### config.mk
export PLATFORM = sky130hd
export DESIGN_NAME = prot_word_decoder
export DESIGN_NICKNAME = d
export VERILOG_FILES = /design/src/prot_word_pkg.sv /design/src/reset_pin_filter.sv /design/src/prot_word_decoder.sv
export SDC_FILE = /design/constraint.sdc
export NUM_CORES = 1
export LEC_CHECK = 0
export ABC_AREA = 1
export BUFFER_PORTS_ARGS = -buffer_cell sky130_fd_sc_hd__buf_2
export CAP_MARGIN = 20
export CORE_MARGIN = 2
export CORE_UTILIZATION = 48
export CTS_CLUSTER_SIZE = 14
export DETAILED_ROUTE_END_ITERATION = 10
export HOLD_SLACK_MARGIN = 0.15
export PLACE_DENSITY = 0.78
export SYNTH_ARGS = -nofsm -noshare
export SYNTH_HDL_FRONTEND = slang
export SYNTH_SLANG_ARGS = --single-unit
### constraint.sdc
create_clock -name ref_clk -period 1.25 [get_ports ref_clk]
set_input_delay 0.1875 -clock ref_clk [delete_from_list [all_inputs] [get_ports ref_clk]]
set_output_delay 0.1875 -clock ref_clk [all_outputs]
set_load 0.005 [all_outputs]
### src/prot_word_pkg.sv
// Constants and types for the flash protection word decoder.
// Assumes a flash macro with a word-addressed information block read port.
package prot_word_pkg;

    // Information block placement
    localparam logic [1:0]  INFO_BLOCK_SEL   = 2'h2;   // Block 2
    localparam logic [7:0]  PROT_WORD_ADDR   = 8'hfe;  // Protection word
    localparam logic [7:0]  REV_COPY_ADDR    = 8'h7c;  // Revision copy
    localparam logic [7:0]  PARAM_COUNT_ADDR = 8'h02;  // Parameter count

    // Field positions inside the protection word
    localparam int BOOT_LSB      = 0;
    localparam int BOOT_MSB      = 3;
    localparam int HOST_BOOT_BIT = 4;
    localparam int RTC_LOCK_BIT  = 5;
    localparam int MBT_ZERO_BIT  = 6;
    localparam int PROT_LSB      = 7;
    localparam int PROT_MSB      = 9;
    localparam int RST2_LSB      = 14;
    localparam int RST2_MSB      = 15;

    // Field codes
    localparam logic [3:0]  BOOT_CODE_4K  = 4'he;
    localparam logic [3:0]  BOOT_CODE_8K  = 4'hd;
    localparam logic [2:0]  PROT_OPEN     = 3'h7;
    localparam logic [2:0]  PROT_LOCKED   = 3'h0;
    localparam logic [1:0]  RST2_PIN_A    = 2'h1;
    localparam logic [1:0]  RST2_PIN_B    = 2'h2;
    localparam logic [1:0]  RST2_OFF      = 2'h3;
    localparam logic [15:0] ERASED_WORD   = 16'hffff;
    localparam logic [15:0] WORD_RESET    = 16'h0000;

    // Boot block size as decoded
    typedef enum logic [1:0] {
        BOOT_NONE,
        BOOT_4K,
        BOOT_8K
    } boot_size_t;

    // Decoded system defaults
    typedef struct packed {
        boot_size_t boot_size;        // Core boot block size
        logic       host_boot_block;  // Host boot block in use
        logic       mbt_force_zero;   // Force memory base translation zero
        logic       rtc_lock_default; // Host blocked from RTC at reset
        logic       flash_protected;  // Contents guarded
        logic       flash_production; // Fully locked production code
        logic [1:0] rst2_sel;         // Secondary reset pin select
    } cfg_t;

endpackage : prot_word_pkg

### src/reset_pin_filter.sv
// Three-stage synchroniser and agreement filter for reset pins.
// Assumes the pins are asynchronous to ref_clk.
`timescale 1ns/1ns
`default_nettype none
module reset_pin_filter #(
    parameter int WIDTH = 3
) (
    // Clock and reset
    input  wire logic             ref_clk,
    input  wire logic             rst,
    // Raw pins and filtered levels
    input  wire logic [WIDTH-1:0] pin_raw,
    output var  logic [WIDTH-1:0] pin_q
);
    logic [WIDTH-1:0] s1_q;  // First stage, read only by s2
    logic [WIDTH-1:0] s2_q;  // Second stage
    logic [WIDTH-1:0] s3_q;  // Third stage

    // Synchroniser chain; pins idle high (reset inactive)
    always_ff @(posedge ref_clk) begin
        if (rst) begin
            s1_q <= '1;
            s2_q <= '1;
            s3_q <= '1;
        end else begin
            s1_q <= pin_raw;
            s2_q <= s1_q;
            s3_q <= s2_q;
        end
    end

    // Accept a change only when the last two stages agree
    genvar g;
    generate
        for (g = 0; g < WIDTH; g++) begin : g_filt
            always_ff @(posedge ref_clk) begin
                if (rst) begin
                    pin_q[g] <= 1'b1;
                end else if (s2_q[g] == s3_q[g]) begin
                    pin_q[g] <= s3_q[g];
                end
            end
        end
    endgenerate
endmodule : reset_pin_filter
`default_nettype wire

### src/prot_word_decoder.sv
// Flash protection word decoder: fetches the protection word and the
// revision copy from the information block after reset and drives the
// system defaults derived from them.
// Assumes a flash read port that answers a held request with one valid
// pulse, and reset pins that are asynchronous and active low.
//
// How it works
// [RULE1] Fetch protection word at info block 2, 00FE
// [RULE2] Bits 3-0: 1110 gives 4K, 1101 8K boot
// [RULE3] Bit 4 host boot block, bit 6 base zero
// [RULE4] Bit 5 set blocks host RTC until core enables
// [RULE5] Bits 9-7: 111 unprotected, 000 production protected
// [RULE6] Bits 15-14 route secondary reset: A, B, off
// [RULE7] Guard flash writes, refuse running erased flash
// [RULE8] Tool writes protection word last over JTAG
// [RULE9] Tool updates word in all four environments
// [RULE10] Firmware loads ADC table: count at 0002
// [RULE11] Revision copy fetched from info word 007C
`timescale 1ns/1ns
`default_nettype none
module prot_word_decoder
    import prot_word_pkg::*;
(
    // Clock and reset
    input  wire logic               ref_clk,
    input  wire logic               rst,
    // Information block read port
    output var  logic               ib_rd_req_q,
    output var  logic [1:0]         ib_block_q,
    output var  logic [7:0]         ib_addr_q,
    input  wire logic               ib_rd_valid,
    input  wire logic [15:0]        ib_rd_data,
    // Decoded defaults
    output var  prot_word_pkg::cfg_t cfg_q,
    output var  logic [15:0]        flash_protection_word_q,
    output var  logic [15:0]        silicon_revision_indication_q,
    output var  logic               cfg_valid_q,
    // Core and RTC control
    input  wire logic               rtc_host_enable,
    output var  logic               rtc_host_access_q,
    output var  logic               core_run_q,
    // Flash alteration request from the programming path
    input  wire logic               flash_wr_req,
    output var  logic               flash_wr_grant_q,
    // Reset pins, active low
    input  wire logic               primary_reset_input_n,
    input  wire logic               secondary_reset_input_a_n,
    input  wire logic               secondary_reset_input_b_n,
    output var  logic               system_reset_q
);
    import prot_word_pkg::*;

    // Loader states
    typedef enum logic [2:0] {
        LD_PROT_REQ,
        LD_PROT_WAIT,
        LD_REV_REQ,
        LD_REV_WAIT,
        LD_DONE
    } load_state_t;

    load_state_t state_q;         // Loader state
    load_state_t state_d;         // Next loader state
    logic [2:0]  pins_q;          // Filtered reset pins
    logic        sec_reset_act;   // Selected secondary reset asserted
    cfg_t        cfg_new;         // Decode of the incoming word

    // Split the protection word into its fields
    function automatic cfg_t decode_word(input logic [15:0] w);
        cfg_t c;
        c = '0;
        case (w[BOOT_MSB:BOOT_LSB])                          // [RULE2]
            BOOT_CODE_4K: c.boot_size = BOOT_4K;
            BOOT_CODE_8K: c.boot_size = BOOT_8K;
            default:      c.boot_size = BOOT_NONE;
        endcase
        c.host_boot_block  = w[HOST_BOOT_BIT];                // [RULE3]
        c.mbt_force_zero   = w[MBT_ZERO_BIT];                 // [RULE3]
        c.rtc_lock_default = w[RTC_LOCK_BIT];                 // [RULE4]
        // Any code other than all ones guards the contents
        c.flash_protected  = (w[PROT_MSB:PROT_LSB] != PROT_OPEN); // [RULE5]
        c.flash_production = (w[PROT_MSB:PROT_LSB] == PROT_LOCKED);
        c.rst2_sel         = w[RST2_MSB:RST2_LSB];            // [RULE6]
        return c;
    endfunction : decode_word

    assign cfg_new = decode_word(ib_rd_data);

    // Loader next state; request held until the flash answers
    always_comb begin
        state_d = state_q;
        case (state_q)
            LD_PROT_REQ:  state_d = LD_PROT_WAIT;
            LD_PROT_WAIT: begin
                if (ib_rd_valid) begin
                    state_d = LD_REV_REQ;
                end
            end
            LD_REV_REQ:   state_d = LD_REV_WAIT;
            LD_REV_WAIT: begin
                if (ib_rd_valid) begin
                    state_d = LD_DONE;
                end
            end
            LD_DONE:      state_d = LD_DONE;
            default:      state_d = LD_PROT_REQ;
        endcase
    end

    // Loader state register; one fetch pass per reset
    always_ff @(posedge ref_clk) begin
        if (rst) begin
            state_q <= LD_PROT_REQ;
        end else begin
            state_q <= state_d;
        end
    end

    // Flash read port drive
    always_ff @(posedge ref_clk) begin
        if (rst) begin
            ib_rd_req_q <= 1'b0;
            ib_block_q  <= 2'h0;
            ib_addr_q   <= 8'h00;
        end else begin
            case (state_d)
                LD_PROT_REQ, LD_PROT_WAIT: begin
                    ib_rd_req_q <= 1'b1;
                    ib_block_q  <= INFO_BLOCK_SEL;               // [RULE1]
                    ib_addr_q   <= PROT_WORD_ADDR;               // [RULE1]
                end
                LD_REV_REQ, LD_REV_WAIT: begin
                    ib_rd_req_q <= 1'b1;
                    ib_block_q  <= INFO_BLOCK_SEL;
                    ib_addr_q   <= REV_COPY_ADDR;                // [RULE11]
                end
                default: begin
                    ib_rd_req_q <= 1'b0;
                    ib_block_q  <= 2'h0;
                    ib_addr_q   <= 8'h00;
                end
            endcase
        end
    end

    // Capture the protection word and its decode
    always_ff @(posedge ref_clk) begin
        if (rst) begin
            flash_protection_word_q <= WORD_RESET;
            cfg_q                   <= '0;
        end else if (state_q == LD_PROT_WAIT && ib_rd_valid) begin
            flash_protection_word_q <= ib_rd_data;               // [RULE1]
            cfg_q                   <= cfg_new;
        end
    end

    // Capture the revision copy for software
    always_ff @(posedge ref_clk) begin
        if (rst) begin
            silicon_revision_indication_q <= WORD_RESET;
        end else if (state_q == LD_REV_WAIT && ib_rd_valid) begin
            silicon_revision_indication_q <= ib_rd_data;         // [RULE11]
        end
    end

    // Defaults become valid once both words are in
    always_ff @(posedge ref_clk) begin
        if (rst) begin
            cfg_valid_q <= 1'b0;
        end else begin
            cfg_valid_q <= (state_d == LD_DONE);
        end
    end

    // Core runs only from a programmed flash; erased reads all ones
    always_ff @(posedge ref_clk) begin
        if (rst) begin
            core_run_q <= 1'b0;
        end else begin
            core_run_q <= (state_d == LD_DONE) &&
                          (flash_protection_word_q != ERASED_WORD); // [RULE7]
        end
    end

    // Host RTC access: default from bit 5, opened by the core.
    // The enable wins over a load in the same cycle; an enable before the load is overwritten.
    always_ff @(posedge ref_clk) begin
        if (rst) begin
            rtc_host_access_q <= 1'b0;
        end else if (rtc_host_enable) begin
            rtc_host_access_q <= 1'b1;                           // [RULE4]
        end else if (state_q == LD_PROT_WAIT && ib_rd_valid) begin
            rtc_host_access_q <= !cfg_new.rtc_lock_default;      // [RULE4]
        end
    end

    // Alteration is refused until the decode is known and while guarded
    always_ff @(posedge ref_clk) begin
        if (rst) begin
            flash_wr_grant_q <= 1'b0;
        end else begin
            flash_wr_grant_q <= flash_wr_req && cfg_valid_q &&
                                !cfg_q.flash_protected;          // [RULE7]
        end
    end

    // Reset pins pass the three-stage filter
    reset_pin_filter #(
        .WIDTH (3)
    ) u_pin_filter (
        .ref_clk (ref_clk),
        .rst     (rst),
        .pin_raw ({secondary_reset_input_b_n,
                   secondary_reset_input_a_n,
                   primary_reset_input_n}),
        .pin_q   (pins_q)
    );

    // Secondary reset routing; code 00 is treated as disabled
    always_comb begin
        case (cfg_q.rst2_sel)                                    // [RULE6]
            RST2_PIN_A: sec_reset_act = !pins_q[1];
            RST2_PIN_B: sec_reset_act = !pins_q[2];
            default:    sec_reset_act = 1'b0;
        endcase
    end

    // Combined system reset; secondary ignored before decode is valid
    always_ff @(posedge ref_clk) begin
        if (rst) begin
            system_reset_q <= 1'b0;
        end else begin
            system_reset_q <= !pins_q[0] ||
                              (cfg_valid_q && sec_reset_act);    // [RULE6]
        end
    end

    // Checks
    a_fetch_addr_prot: assert property (@(posedge ref_clk) disable iff (rst)
        state_q == LD_PROT_WAIT |-> ib_rd_req_q && ib_block_q == 2'h2
        && ib_addr_q == 8'hfe)                                   // [RULE1]
        else $error("protection word fetch address wrong");
    a_boot_4k_decode: assert property (@(posedge ref_clk) disable iff (rst)
        state_q == LD_PROT_WAIT && ib_rd_valid && ib_rd_data[3:0] == 4'he
        |=> cfg_q.boot_size == BOOT_4K)                          // [RULE2]
        else $error("4K boot code not decoded");
    a_boot_8k_decode: assert property (@(posedge ref_clk) disable iff (rst)
        state_q == LD_PROT_WAIT && ib_rd_valid && ib_rd_data[3:0] == 4'hd
        |=> cfg_q.boot_size == BOOT_8K)                          // [RULE2]
        else $error("8K boot code not decoded");
    a_host_boot_bits: assert property (@(posedge ref_clk) disable iff (rst)
        cfg_valid_q |-> cfg_q.host_boot_block == flash_protection_word_q[4]
        && cfg_q.mbt_force_zero == flash_protection_word_q[6])   // [RULE3]
        else $error("host boot bits mismatch");
    a_rtc_lock_hold: assert property (@(posedge ref_clk) disable iff (rst)
        cfg_valid_q && !rtc_host_access_q && !rtc_host_enable
        |=> !rtc_host_access_q)                                  // [RULE4]
        else $error("host RTC access opened without core");
    a_rtc_core_open: assert property (@(posedge ref_clk) disable iff (rst)
        rtc_host_enable |=> rtc_host_access_q)                   // [RULE4]
        else $error("core enable did not open RTC");
    a_protect_field: assert property (@(posedge ref_clk) disable iff (rst)
        cfg_valid_q |-> cfg_q.flash_protected ==
        (flash_protection_word_q[9:7] != 3'h7))                  // [RULE5]
        else $error("protection field decode wrong");
    a_write_refused: assert property (@(posedge ref_clk) disable iff (rst)
        cfg_q.flash_protected || !cfg_valid_q |=> !flash_wr_grant_q) // [RULE7]
        else $error("write granted on guarded flash");
    a_erased_no_run: assert property (@(posedge ref_clk) disable iff (rst)
        core_run_q |-> flash_protection_word_q != 16'hffff)      // [RULE7]
        else $error("core runs from erased flash");
    a_rst2_off: assert property (@(posedge ref_clk) disable iff (rst)
        cfg_q.rst2_sel == 2'h3 && pins_q[0] && $stable(cfg_q)
        |=> !system_reset_q)                                     // [RULE6]
        else $error("disabled secondary reset acted");
    a_rev_capture: assert property (@(posedge ref_clk) disable iff (rst)
        state_q == LD_REV_WAIT && ib_rd_valid |-> ib_addr_q == 8'h7c
        ##1 silicon_revision_indication_q == $past(ib_rd_data))  // [RULE11]
        else $error("revision copy not captured");
endmodule : prot_word_decoder
`default_nettype wire

; ---- After elaboration in Yosys (flattened, before gate mapping)
; Cells that the tools add are included.
[op_classes]
eq_ne = 17
mux = 10
n_reduce_logical = 19
[ops]
columns = operator, count
row1 = "16-bit != test, second input constant", 1
row2 = 8-bit one-hot mux with 2 select lines, 1
row3 = 3-bit one-hot mux with 5 select lines, 1
row4 = "3-bit by 2-bit equality test with 1-bit output, second input constant", 4
row5 = 3-bit zero test, 3
row6 = "4-bit equality test, second input constant", 2
row7 = "3-bit by 1-bit equality test with 1-bit output, second input constant", 2
row8 = "3-bit equality test, second input constant", 2
row9 = 1-bit logical AND, 6
row10 = 3-bit 2-to-1 mux, 2
row11 = 1-bit zero test, 5
row12 = 2-bit one-hot mux with 2 select lines, 1
row13 = 2-bit OR reduction, 2
row14 = 4-bit OR reduction, 1
row15 = 1-bit equality test, 3
row16 = 1-bit 2-to-1 mux, 3
row17 = "3-bit != test, second input constant", 1
row18 = "2-bit by 1-bit equality test with 1-bit output, second input constant", 1
row19 = "2-bit equality test, second input constant", 1
row20 = 2-bit 2-to-1 mux, 1
row21 = 1-bit one-hot mux with 2 select lines, 1
row22 = 2-bit nonzero test, 1
row23 = 1-bit logical OR, 1
[word_totals]
regBits = 72
output_inout_bits = 57
word_cells = 70

; ---- Longest topological paths before layout
[logic_depth]
depth_word = 5
mapped_depth = 7

; ---- Hierarchy
; Synthesis repeated with hierarchy kept, for this count alone.
[unflattened]
hier_cells = 290
hier_area_um2 = 2348.5
[modules_own_cells]
columns = module, instances, cells_per_inst, area_per_inst_um2, seq_area_each_um2
row1 = prot_word_decoder, 1, 244, 1950.6, 920.9
row2 = reset_pin_filter, 1, 46, 397.9, 240.2

; ---- Worst setup path before layout
; Ideal clock, no wire load.
[synth_path]
path_kind = flip-flop to flip-flop
start = reg state_q[1]
end = reg flash_protection_word_q[3]
setup_time_ns = 0.116
arrival_time_ns = 0.920
path_slack_ns = 0.214
stages_incl_launch_ff = 6
path_buffers = 1
period_less_slack_ns = 1.036
cell_sequence = dfxtp_1 > nor2_2 > nand2_2 > buf_4 > o21ai_0 > nor2_1
[synth_between]
elab_chain_len = 2
[synth_rtl]
columns = element, line_no
row1 = "start, declared", prot_word_decoder.sv:62  ; load_state_t state_q;
row2 = "start signal, assigned", prot_word_decoder.sv:115  ; state_q <= state_d;
row3 = 3-bit by 1-bit equality test with 1-bit output, prot_word_decoder.sv:151  ; end else if (state_q == LD_PROT_WAIT && ib_rd_valid) begin
row4 = 1-bit logical AND, prot_word_decoder.sv:151
row5 = "end signal, assigned", prot_word_decoder.sv:152  ; flash_protection_word_q <= ib_rd_data;
row6 = "end, declared", prot_word_decoder.sv:35  ; output var logic [15:0] flash_protection_word_q,
; Every way passes these cells.
; A chain may end at the register's enable or synchronous reset.

; ---- Worst setup path in the final report
[layout_path]
start = reg state_q[0]
end = reg silicon_revision_indication_q[1]
[layout_between]
elab_chain_len = 2
[layout_rtl]
columns = element, line_no
row1 = 3-bit by 2-bit equality test with 1-bit output, prot_word_decoder.sv:161  ; end else if (state_q == LD_REV_WAIT && ib_rd_valid) begin
row2 = 1-bit logical AND, prot_word_decoder.sv:161
row3 = "end signal, assigned", prot_word_decoder.sv:162  ; silicon_revision_indication_q <= ib_rd_data;
row4 = "end, declared", prot_word_decoder.sv:36  ; output var logic [15:0] silicon_revision_indication_q,
; Every way passes these cells.

==> impl_results.md <==
- Htree depth: 3
- YS warnings: 0
- Overall power: 0.00388 W
- Antenna-violating nets left: 0
- R2R depth: 6
- Tmin final: 1140 ps
- CTS root buffer: clkbuf_8
- Fin cells: 427
- Placed cell count: 390
- Layout Nets: 397
- Cells taking the most area after synthesis: dfxtp_1 52%, nor2_1 12%, o21ai_0 7.2%
- Initial Util: 50.5%
- Flop-to-flop setup slack: 110 ps
- Final setup viols: 0
- Post-synth ARST share: 0%
- Via/cell ratio: 4.74
- WHS: 164 ps
- Clk_skew: 8.97 ps
- Num ports: 81
- CTS Buf Count: 9
- F_max: 876 MHz
- Fraction of layout cells with a size suffix above 1: 30.9%
- CP Capture Type: flip-flop
- Worst Hold Class: input pin to flip-flop
- Worst r2r src: state_q[0]$_SDFF_PP0_
- CP max FO: 16
- CP Data Arrival Time: 1410 ps
- Cell mode on critical path: nor2_1
- Critical path startpoint: state_q[0]$_SDFF_PP0_
- Die Ht: 71.9 µm
- Die area: 5170 µm²
- CP Depth: 6
- Setup total negative slack: 0 ps
- Top-area cell type share of the netlist area: 52.5%
- Main synth FF type: dfxtp_1
- IO Port Bufs: 78
- DRT Pass-1 Iters: 4
- Hold Path Depth: 2
- CTS tree: built
- Req. time, crit path: 1520 ps
- Max-Cap Viols: 0
- Fillers: 397
- # diodes: 0
- Fin area: 2920 µm²
- Count of final max-slew check failures: 0
- Largest net degree at the start of global routing: 20
- Post-Syn Area per Cell: 7.99 µm²
- TritonCTS Sinks: 58
- Seq cells post-synth: 58
- Post-synth top cells: 70 x nor2_1, 58 x dfxtp_1, 38 x nand2_1, 32 x o21ai_0, 16 x inv_1
- Worst path slowest cell: dfxtp_1
- Worst-path clk slew: 70 ps
- Post-DP HPWL: 3540 µm
- Most frequent cell after synthesis: nor2_1
- Sequential cell area fraction in the yosys report: 52.5%
- Synth Instances: 277
- Outcome: complete, no violations
- WP buf/inv: 2
- Final Hold Viols: 0
- Syn-to-layout area delta: 32.2%
- Kind of cell adding the most delay to the critical path: simple AND/OR/NAND/NOR gates
- Total wire length: 4980 µm
- Post-synthesis cell type count: 22
- VDD IR max: 0.000786 V
- Area of the mapped netlist: 2210 µm²
- Average wire per standard cell: 11.7 µm
- Lkg Pwr: 1.40 nW
- Unrepaired setup endpoints after global routing: yes
- Startpoint class of the critical path: flip-flop
- DRC: 0
- Clock Tree Buf Depth: 2
- Hold Crit Start: rst
- DR vias: 2026
- GR Util All Layers: 20.9%
- First-pass GRT wire length: 8170 µm
- Crit-path max cell delay: 350 ps
- Number of enable flip-flop cells after synthesis: 0
- Vias in the first global route: 1837
- Core area: 4380 µm²
- Total congestion overflow: 0
- DRT iter0 DRCs: 119
- Cells along the critical path: nand2_2 > clkinv_2 > nand3_4 > inv_2 > nor2_1 > nor2_1
- Die Wd: 71.9 µm
- Area leader, netlist: dfxtp_1
- Initial antenna violation count: 0
- Row count: 24
- Type of the worst setup path: flip-flop to flip-flop
- GP Congestion: 0.798
- Crit share post-route: 91.3%
- Pwr/cell area: 1330 nW/µm²
- Clk_lat worst skew: 330 ps
- Post-DP Area: 2540 µm²
==> cells by family (layout without fill, tap and decap cells) <==
| kind of cell | count (synthesis) | after routing | share of synthesized area (%) |
|---|---|---|---|
| and+or+nand+nor | 128 | 128 | 24.1 |
| DFF | 58 | 58 | 52.5 |
| AOI/OAI and AO/OA | 43 | 43 | 9.79 |
| buffers and inverters | 43 | 140 | 11.4 |
| adders and majority gates | 3 | 3 | 1.70 |
| other | 1 | 2 | 0.170 |
| xor gates and xnor gates | 1 | 1 | 0.396 |
==> per-layer routing <==
metal	global-route usage (%)	wire length, µm
met4	11.7	106
met3	6.19	332
met2	33.4	2330
met1	25.2	2210
met5	0	0
==> per-stage QoR <==
stage | setup WS (ps) | util (%)
final | 108 | 66.7
after global routing | -10.6 | 66.7
after CTS | 70.6 | 66.6
after detailed placement | 76.3 | 57.9
after global placement | 118 | 57.9
after floorplan | 214 | -
==> path summary, 6_finish.rpt <==
check,endpoint
worst max-delay path,silicon_revision_indication_q[1]$_SDFFE_PP0P_
worst min-delay path,flash_protection_word_q[1]$_SDFFE_PP0P_
worst max register to register,silicon_revision_indication_q[1]$_SDFFE_PP0P_
worst min register to register,u_pin_filter.s2_q[1]$_SDFF_PP1_
==> layout by cell type (no fill, tap or decap), types with 2 or more instances in the layout <==
cell type / instances
a21oi_1: 10
buf_2: 78
buf_4: 5
clkbuf_8: 10
clkinv_2: 6
conb_1: 2
dfxtp_1: 58
dlygate4sd3_1: 21
ha_1: 3
inv_1: 16
nand2_1: 38
nand2_2: 2
nand3_1: 3
nor2_1: 70
nor3_1: 4
o21ai_0: 32
or2_2: 9
==> state kept, by name (all words and copies together), names as in the netlist <==
register / flops
silicon_revision_indication_q: 16
flash_protection_word_q: 14
cfg_q: 6
state_q: 3
u_pin_filter.pin_q: 3
u_pin_filter.s1_q: 3
u_pin_filter.s2_q: 3
u_pin_filter.s3_q: 3
cfg_valid_q: 1
core_run_q: 1
flash_wr_grant_q: 1
ib_addr_q: 1
ib_rd_req_q: 1
rtc_host_access_q: 1
system_reset_q: 1
==> where the power goes <==
part | internal, W | total [W] | switching, W
registers | 0.00193 | 0.00199 | 0.0000581
logic | 0.000213 | 0.000427 | 0.000215
clock network | 0.000753 | 0.00147 | 0.000713
total | 0.00290 | 0.00388 | 0.000986
==> worst reg2reg max path: stages, from the launching register on <==
cell	delay, ps
dfxtp_1	350
nand2_2	80
clkinv_2	80
nand3_4	100
inv_2	260
nor2_1	80
nor2_1	120
==> layout make-up <==
cell class,count,area (µm²),area share [%]
Inverter,19,75.1,2.57
Sequential cell,58,1160,39.7
Clock inverter,6,32.5,1.11
Tap cell,52,65.1,2.23
Multi-Input combinational cell,177,803,27.5
Clock buffer,10,138,4.71
Timing Repair Buffer,105,649,22.2
==> repair_timing <==
| action | 4_1_cts | 5_1_grt |
|---|---|---|
| endpoints found under the setup margin | 0 | 13 |
| gates resized for setup | 0 | 1 |
| buffers inserted | 0 | 0 |
| hold buffers | 21 | 0 |
| hold endpoints to repair | 33 | 0 |
No activity file was read; power rests on OpenSTA's default activity.
